File: config.mk
export PLATFORM = sky130hd
export DESIGN_NAME = sar_readout
export DESIGN_NICKNAME = d
export VERILOG_FILES = /design/src/design/sar_readout.v /design/src/design/sar_sync.v
export VERILOG_INCLUDE_DIRS = /design/src /design/src/design
export SDC_FILE = /design/constraint.sdc
export NUM_CORES = 1
export LEC_CHECK = 0
export BUFFER_PORTS_ARGS = -buffer_cell sky130_fd_sc_hd__buf_2
export CORE_MARGIN = 3
export CORE_UTILIZATION = 53
export DETAILED_ROUTE_END_ITERATION = 7
export PLACE_DENSITY = 0.75
export SLEW_MARGIN = 10
export SYNTH_ARGS = -nofsm -noshare
export SYNTH_HDL_FRONTEND = slang
export SYNTH_HIERARCHICAL = 1
export SYNTH_SLANG_ARGS = --single-unit
export TNS_END_PERCENT = 50
File: constraint.sdc
create_clock -name MCLK -period 1.75 [get_ports MCLK]
set_input_delay 0.175 -clock MCLK [delete_from_list [all_inputs] [get_ports MCLK]]
set_output_delay 0.175 -clock MCLK [all_outputs]
set_load 0.01 [all_outputs]
File: src/design/sar_regs.vh
/*
 constants for the serial readout of the 16-bit sampling converter:
 result width, code points, conversion window and tick counts.
 assumes a 10 MHz system clock.
*/
`ifndef SAR_REGS_VH
`define SAR_REGS_VH
// =====================================================
// result format
`define SAR_RES_W 16
`define SAR_CODE_ZERO 16'h0000
`define SAR_CODE_MID 16'h8000
`define SAR_CODE_FULL 16'hFFFF
`define SAR_BITS_PLAIN 5'h10
`define SAR_BITS_BUSY 5'h11
// =====================================================
// conversion window in ns, clock period in ns
`define SAR_CLK_NS 100
`define SAR_TCONV_MIN_NS 500
`define SAR_TCONV_MAX_NS 710
`define SAR_CNT_W 8
`endif

File: src/design/sar_readout.v
/*
 conversion start and serial readout of a 16-bit successive
 approximation converter: select mode (3/4 wire, busy optional) and
 chain mode. assumes a 10 MHz clock and that the host drives start,
 select and serial clock asynchronously; the sample value arrives on
 a parallel port already quantised or flagged over/under range.
*/
`timescale 1ns/1ps
`include "sar_regs.vh"
module sar_readout #(
   parameter TCONV_NS = `SAR_TCONV_MAX_NS
) (
   // clock and reset
   input wire MCLK,
   input wire RESET_N,
   // analog front end result
   input wire [15:0] SAMPLE_CODE,
   input wire SAMPLE_OVER,
   input wire SAMPLE_UNDER,
   // host pins
   input wire CONVERT_START,
   input wire SELECT_IN,
   input wire SCK,
   output reg SERIAL_OUT_O,
   output reg SERIAL_OUT_OE,
   // status
   output reg CONVERTING,
   output reg POWERED_DOWN
);
   // =====================================================
   // timing: end time clamped into [min,max] window, rounded down
   localparam integer T_END = (TCONV_NS < `SAR_TCONV_MIN_NS) ? `SAR_TCONV_MIN_NS :
      (TCONV_NS > `SAR_TCONV_MAX_NS) ? `SAR_TCONV_MAX_NS : TCONV_NS;
   localparam integer END_CYC_I = (T_END / `SAR_CLK_NS) < 1 ? 1 : T_END / `SAR_CLK_NS;
   localparam [`SAR_CNT_W-1:0] END_CYC = END_CYC_I[`SAR_CNT_W-1:0];

   // states
   localparam [1:0] ST_ACQ = 2'h0;
   localparam [1:0] ST_CONV = 2'h1;
   localparam [1:0] ST_READ = 2'h2;

   function [15:0] sar_quant;
      input [15:0] code;
      input over;
      input under;
      begin
         if (over)
            sar_quant = `SAR_CODE_FULL;
         else if (under)
            sar_quant = `SAR_CODE_ZERO;
         else
            sar_quant = code;
      end
   endfunction

   // =====================================================
   // pin synchronisers
   wire cnv_s;
   wire sel_s;
   wire sck_s;
   sar_sync u_cnv (.clk(MCLK), .rst_n(RESET_N), .d(CONVERT_START), .q(cnv_s));
   sar_sync u_sel (.clk(MCLK), .rst_n(RESET_N), .d(SELECT_IN), .q(sel_s));
   sar_sync u_sck (.clk(MCLK), .rst_n(RESET_N), .d(SCK), .q(sck_s));

   reg cnv_d_reg;
   reg sel_d_reg;
   reg sck_d_reg;
   wire cnv_rise = cnv_s & ~cnv_d_reg;
   wire cnv_fall = ~cnv_s & cnv_d_reg;
   wire sel_rise = sel_s & ~sel_d_reg;
   wire sel_fall = ~sel_s & sel_d_reg;
   wire sck_fall = ~sck_s & sck_d_reg;

   // =====================================================
   // state
   reg [1:0] state_reg;
   reg [`SAR_CNT_W-1:0] cnt_reg;
   reg chain_reg;
   reg busy_reg;
   reg [16:0] shift_reg;
   reg [4:0] bits_reg;
   reg drive_reg;
   reg shift_en_reg;

   wire conv_done = (state_reg == ST_CONV) && (cnt_reg == END_CYC - 8'h01);
   wire [15:0] result = sar_quant(SAMPLE_CODE, SAMPLE_OVER, SAMPLE_UNDER);
   wire busy_sel_now = ~cnv_s | ~sel_s;

   always @(posedge MCLK or negedge RESET_N) begin
      if (!RESET_N) begin
         cnv_d_reg <= 1'b0;
         sel_d_reg <= 1'b0;
         sck_d_reg <= 1'b0;
         state_reg <= ST_ACQ;
         cnt_reg <= {`SAR_CNT_W{1'b0}};
         chain_reg <= 1'b0;
         busy_reg <= 1'b0;
         shift_reg <= 17'h00000;
         bits_reg <= 5'h00;
         drive_reg <= 1'b0;
         shift_en_reg <= 1'b0;
         SERIAL_OUT_O <= 1'b0;
         SERIAL_OUT_OE <= 1'b0;
         CONVERTING <= 1'b0;
         POWERED_DOWN <= 1'b1;
      end else begin
         cnv_d_reg <= cnv_s;
         sel_d_reg <= sel_s;
         sck_d_reg <= sck_s;
         case (state_reg)
            ST_CONV: begin
               // internal count only, serial clock ignored; start edges ignored
               cnt_reg <= cnt_reg + 8'h01;
               if (conv_done) begin
                  state_reg <= ST_READ;
                  CONVERTING <= 1'b0;
                  POWERED_DOWN <= 1'b1;
                  if (chain_reg) begin
                     // chain: MSB or busy high lands on output at once
                     shift_reg <= busy_reg ? {1'b1, result} : {result, 1'b0};
                     bits_reg <= busy_reg ? `SAR_BITS_BUSY : `SAR_BITS_PLAIN;
                     drive_reg <= 1'b1;
                     shift_en_reg <= 1'b1;
                  end else if (busy_sel_now) begin
                     // busy start bit driven low, data follows
                     busy_reg <= 1'b1;
                     shift_reg <= {1'b0, result};
                     bits_reg <= `SAR_BITS_BUSY;
                     drive_reg <= 1'b1;
                     shift_en_reg <= 1'b1;
                  end else begin
                     busy_reg <= 1'b0;
                     shift_reg <= {result, 1'b0};
                     bits_reg <= `SAR_BITS_PLAIN;
                     drive_reg <= 1'b0;
                     shift_en_reg <= 1'b0;
                  end
               end
            end
            ST_READ: begin
               if (cnv_rise) begin
                  // new conversion; chain or select decided below
                  state_reg <= ST_CONV;
               end else if (!chain_reg && !busy_reg && !shift_en_reg) begin
                  // waiting for the select window; one readout per conversion only
                  if ((cnv_fall || sel_fall) && bits_reg != 5'h00) begin
                     drive_reg <= 1'b1;
                     shift_en_reg <= 1'b1;
                  end
               end else if (!chain_reg && sel_rise) begin
                  drive_reg <= 1'b0;
                  shift_en_reg <= 1'b0;
                  bits_reg <= 5'h00;
               end else if (shift_en_reg && sck_fall) begin
                  // bit changes only on falling clock, stable across rise
                  shift_reg <= {shift_reg[15:0], chain_reg ? sel_s : 1'b0};
                  bits_reg <= bits_reg - 5'h01;
                  if (bits_reg == 5'h01 && !chain_reg) begin
                     drive_reg <= 1'b0;
                     shift_en_reg <= 1'b0;
                  end
               end
            end
            default: begin
               state_reg <= ST_ACQ;
            end
         endcase
         // conversion start from acquisition or after readback
         if (cnv_rise && state_reg != ST_CONV) begin
            state_reg <= ST_CONV;
            cnt_reg <= {`SAR_CNT_W{1'b0}};
            CONVERTING <= 1'b1;
            POWERED_DOWN <= 1'b0;
            // previous sampled select decides; a tied select is still low here
            chain_reg <= ~sel_d_reg;
            busy_reg <= sel_d_reg ? 1'b0 : sck_s;
            drive_reg <= 1'b0;
            shift_en_reg <= 1'b0;
         end
         // output pin, registered
         if (state_reg == ST_READ && drive_reg) begin
            SERIAL_OUT_OE <= 1'b1;
            SERIAL_OUT_O <= busy_reg && !chain_reg ? shift_reg[16] : shift_reg[16];
         end else if (!cnv_s && !sel_s) begin
            SERIAL_OUT_OE <= 1'b1;
            SERIAL_OUT_O <= 1'b0;
         end else begin
            SERIAL_OUT_OE <= 1'b0;
            SERIAL_OUT_O <= 1'b0;
         end
      end
   end
endmodule // sar_readout

File: src/design/sar_sync.v
/*
 two-flop synchroniser for one level from outside the clock domain.
 assumes clk is the system clock; output has two cycles of latency.
*/
`timescale 1ns/1ps
module sar_sync (
   // clock and reset
   input wire clk,
   input wire rst_n,
   // level
   input wire d,
   output reg q
);
   reg meta_reg;
   // first flop is read only by the second
   always @(posedge clk or negedge rst_n) begin
      if (!rst_n) begin
         meta_reg <= 1'b0;
         q <= 1'b0;
      end else begin
         meta_reg <= d;
         q <= meta_reg;
      end
   end
endmodule // sar_sync

==> results.json <==
{
  "status": "complete, no violations",
  "drtIter0Drc": 194,
  "required_time_of_the_critical_path_ns": 1.94,
  "power_frac_seq_pct": 40.4,
  "syn_inst": 267,
  "worstSetupStartpointType": "flop",
  "crit_path_max_fanout": 8,
  "critical_path_data_arrival_time_ns": 1.91,
  "static-leakage-power_nw": 1.52,
  "post-place-ws_ns": -0.114,
  "buffer_ports.inserted": 26,
  "dominantRegCellSynth": "sky130_fd_sc_hd__dfrtp_1",
  "grt_setup_unrepaired": "true",
  "cpMaxStageDelayCell": "sky130_fd_sc_hd__or3_4",
  "cts.root.buffer_cell": "sky130_fd_sc_hd__clkbuf_8",
  "r2r_start": "cnt_reg[6]$_DFFE_PN0N_",
  "critPathTopFamily": "simple AND/OR/NAND/NOR gates",
  "max-vdd-ir-drop_mv": 0.607,
  "grt.overflow.total": 0,
  "highest_cell_delay_on_the_worst_timing_path_ns": 0.41,
  "ratio_of_cells_with_drive_above_1_in_the_final_layout_pct": 28.5,
  "vias_per_cell": 5.96,
  "gp_congestion": 0.878,
  "postRouteWirelength_um": 6420,
  "synth_cell_type_count": 56,
  "comb_power_share_pct": 43.4,
  "dp_hpwl_um": 4510,
  "p_total_mw": 4.24,
  "drt_pass1_iterations": 5,
  "netSwitchingFraction_pct": 36.5,
  "setup-tns-final_ns": 0,
  "max_slew.worst_pin.slew_ns": 0.603,
  "reg2regPathDepth": 5,
  "finalHoldViolCount": 0,
  "cts-buffers-inserted": 5,
  "setup_slack_on_the_worst_flop_to_flop_path_ns": 0.03,
  "finalSetupViolCount": 0,
  "regArea_sq_um": 1200,
  "mappedNetlistNets": 294,
  "clock.fmax_mhz": 581,
  "slew_violations": 0,
  "ys_ff_latch": 48,
  "syn_area_sq_um": 2780,
  "core_area_sq_um": 4880,
  "clock_insertion_delay_worst_skew_ns": 0.30,
  "route.antenna.remaining_nets": 0,
  "cts_num_sinks": 48,
  "boundaryPins": 27,
  "synthArstFlopShare_pct": 100,
  "routed_wire_length_per_instance_um": 16.2,
  "power.share.clock_pct": 16.2,
  "tritoncts": "done",
  "via_count_of_the_first_global_routing_pass": 2284,
  "worst_hold_path.num_cells": 4,
  "cts_buffer_depth": 2,
  "reg2reg_to": "shift_reg[2]$_DFFE_PN0P_",
  "finish.net_count": 356,
  "synth_sequential_area_ratio_pct": 43.3,
  "grt_first_pass_wirelength_um": 11100,
  "die_height_um": 78.4,
  "power.density_cell_area_nw_per_um2": 1270,
  "post_synth_edffs": 0,
  "remaining_drc_errors": 0,
  "fillCellCount": 391,
  "groute.usage.overall_pct": 22.7,
  "synth.avg_cell_area_sq_um": 10.4,
  "finalClockSkew_ns": 0.00691,
  "postLayoutSetupSlackWorst_ns": 0.0301,
  "min_path_type": "in2reg",
  "grt_max_degree": 49,
  "cts-htree-levels": 2,
  "cp_num_buf_inv": 1,
  "final.min_clock_period_ns": 1.72,
  "route.vias.total": 2365,
  "final.period_utilization_pct": 98.3,
  "worst-setup-path-type": "reg2reg",
  "area_growth_pct": 20.6,
  "num_rows": 25,
  "critical_path.cell_chain": "or3_4 > nor3_4 > o22ai_4 > buf_4 > a32o_1",
  "max_cap_viol_count": 0,
  "area_of_the_die_sq_um": 6150,
  "hold_path_startpoint": "SAMPLE_CODE[7]",
  "critPathCaptureType": "flop",
  "antenna_found_initial": 0,
  "power.switching_mw": 1.55,
  "yosys_warnings": 6,
  "initial_utilization_pct": 56.9,
  "die_w_um": 78.4,
  "clk_pin_slew_ns": 0.09,
  "most-common-layout-cells": "sky130_fd_sc_hd__dfrtp_1, sky130_fd_sc_hd__buf_4, sky130_fd_sc_hd__buf_2, sky130_fd_sc_hd__inv_1",
  "largest_register_ff_count": 17,
  "cellInternalPower_mw": 2.69,
  "antenna_cells": 0,
  "slew-limit-headroom_pct": 59.8,
  "most_common_cell_after_layout_fill_and_taps_aside": "sky130_fd_sc_hd__dfrtp_1",
  "multi_input_comb_area_sq_um": 1380,
  "min_delay_worst_endpoint": "shift_reg[7]$_DFFE_PN0P_"
}
final cells by class:
type                       instances  share of cell area, %
inverter                          20                   2.24
sequential                        48                   35.9
multi-input combinational        179                   41.1
clock inverter                     2                  0.299
clock buffer                       6                   2.46
tap                               67                   2.50
timing repair buffer              75                   15.5
synthesized netlist by cell type, types with 2 or more instances:
cell type	number	area [sq um]
sky130_fd_sc_hd__a32o_1	15	150
sky130_fd_sc_hd__o22ai_1	3	18.8
sky130_fd_sc_hd__o21bai_1	2	15.0
sky130_fd_sc_hd__nor4b_1	2	17.5
sky130_fd_sc_hd__a2111oi_0	2	17.5
sky130_fd_sc_hd__buf_2	6	30.0
sky130_fd_sc_hd__o2bb2ai_1	2	17.5
sky130_fd_sc_hd__a22o_1	2	17.5
sky130_fd_sc_hd__a21oi_1	4	20.0
sky130_fd_sc_hd__o311ai_0	13	114
sky130_fd_sc_hd__nand2_1	12	45.0
sky130_fd_sc_hd__mux2i_1	4	40.0
sky130_fd_sc_hd__nor3_4	3	48.8
sky130_fd_sc_hd__nand3_1	4	20.0
sky130_fd_sc_hd__nor2_1	16	60.1
sky130_fd_sc_hd__clkbuf_1	5	18.8
sky130_fd_sc_hd__buf_4	2	15.0
sky130_fd_sc_hd__ha_1	4	50.1
sky130_fd_sc_hd__dfrtp_1	47	1180
sky130_fd_sc_hd__nor4_1	4	25.0
sky130_fd_sc_hd__o311ai_1	2	17.5
sky130_fd_sc_hd__a21o_1	16	120
sky130_fd_sc_hd__nor2b_1	6	37.5
sky130_fd_sc_hd__nand3b_1	2	15.0
sky130_fd_sc_hd__inv_1	20	75.1
sky130_fd_sc_hd__buf_6	6	67.6
sky130_fd_sc_hd__and3_1	3	18.8
sky130_fd_sc_hd__o21ai_0	12	60.1
sky130_fd_sc_hd__nand2b_1	8	50.1
sky130_fd_sc_hd__nand4b_1	14	123
power by group through the flow:
stage	combinational [mW]	clock, mW	sequential (mW)
global route	2.05	0.756	1.76
global placement	1.70	0	1.71
floorplan	1.22	0	1.68
CTS	1.79	0.699	1.71
finish	1.84	0.686	1.71
detailed placement	1.76	0	1.73
worst max-delay path by stage:
stage | slack, ns | end | cells past startpoint | from
floorplan | 0.07 | shift_reg[10]$_DFFE_PN0P_ | 8 | cnt_reg[0]$_DFFE_PN0N_
global placement | -0.07 | shift_reg[12]$_DFFE_PN0P_ | 6 | cnt_reg[0]$_DFFE_PN0N_
detailed placement | -0.11 | shift_reg[2]$_DFFE_PN0P_ | 6 | cnt_reg[0]$_DFFE_PN0N_
CTS | -0.01 | shift_reg[0]$_DFFE_PN0P_ | 4 | state_reg[0]$_DFFE_PN0P_
global route | -0.04 | shift_en_reg$_DFFE_PN0P_ | 7 | bits_reg[0]$_DFFE_PN0P_
finish | 0.03 | shift_reg[2]$_DFFE_PN0P_ | 5 | cnt_reg[6]$_DFFE_PN0N_
logic make-up (layout without fill, tap and decap cells):
group / after synthesis / in the layout / synth area share, %
AOI/OAI and AO/OA: 83 / 83 / 24.1
adders and majority gates: 4 / 4 / 1.80
buffers and inverters: 40 / 103 / 7.56
DFF: 48 / 48 / 43.3
muxes: 5 / 5 / 1.85
and+or+nand+nor: 87 / 87 / 21.4
stage by stage:
stage	hold WS (ns)	utilization, %	instances	cell area, sq um
floorplan	-0.121	-	267	2780
global placement	0.282	64.9	381	3170
CTS	0.318	67.7	393	3300
finish	0.320	68.7	397	3350
global route	0.349	68.7	397	3350
detailed placement	0.285	64.9	381	3170
worst min-delay path, delay by kind of cell:
kind | cells | cell delay, ns
buf+inv | 1 | 0.09
simple gates | 1 | 0.08
compound gates | 2 | 0.26
routing by layer:
layer	GRT usage [%]	routed length (um)
met1	32.6	2960
met2	34.8	3060
met3	4.24	314
met4	7.34	74
met5	0	0
repair_timing:
item / in CTS / in global routing
setup endpoints to repair: 19 / 14
endpoints found under the hold margin: 50 / 0
pin swaps: 1 / 3
hold buffers: 4 / 0
setup buffers: 0 / 4
resized for setup: 2 / 8
(Power assumes the default switching activity.)
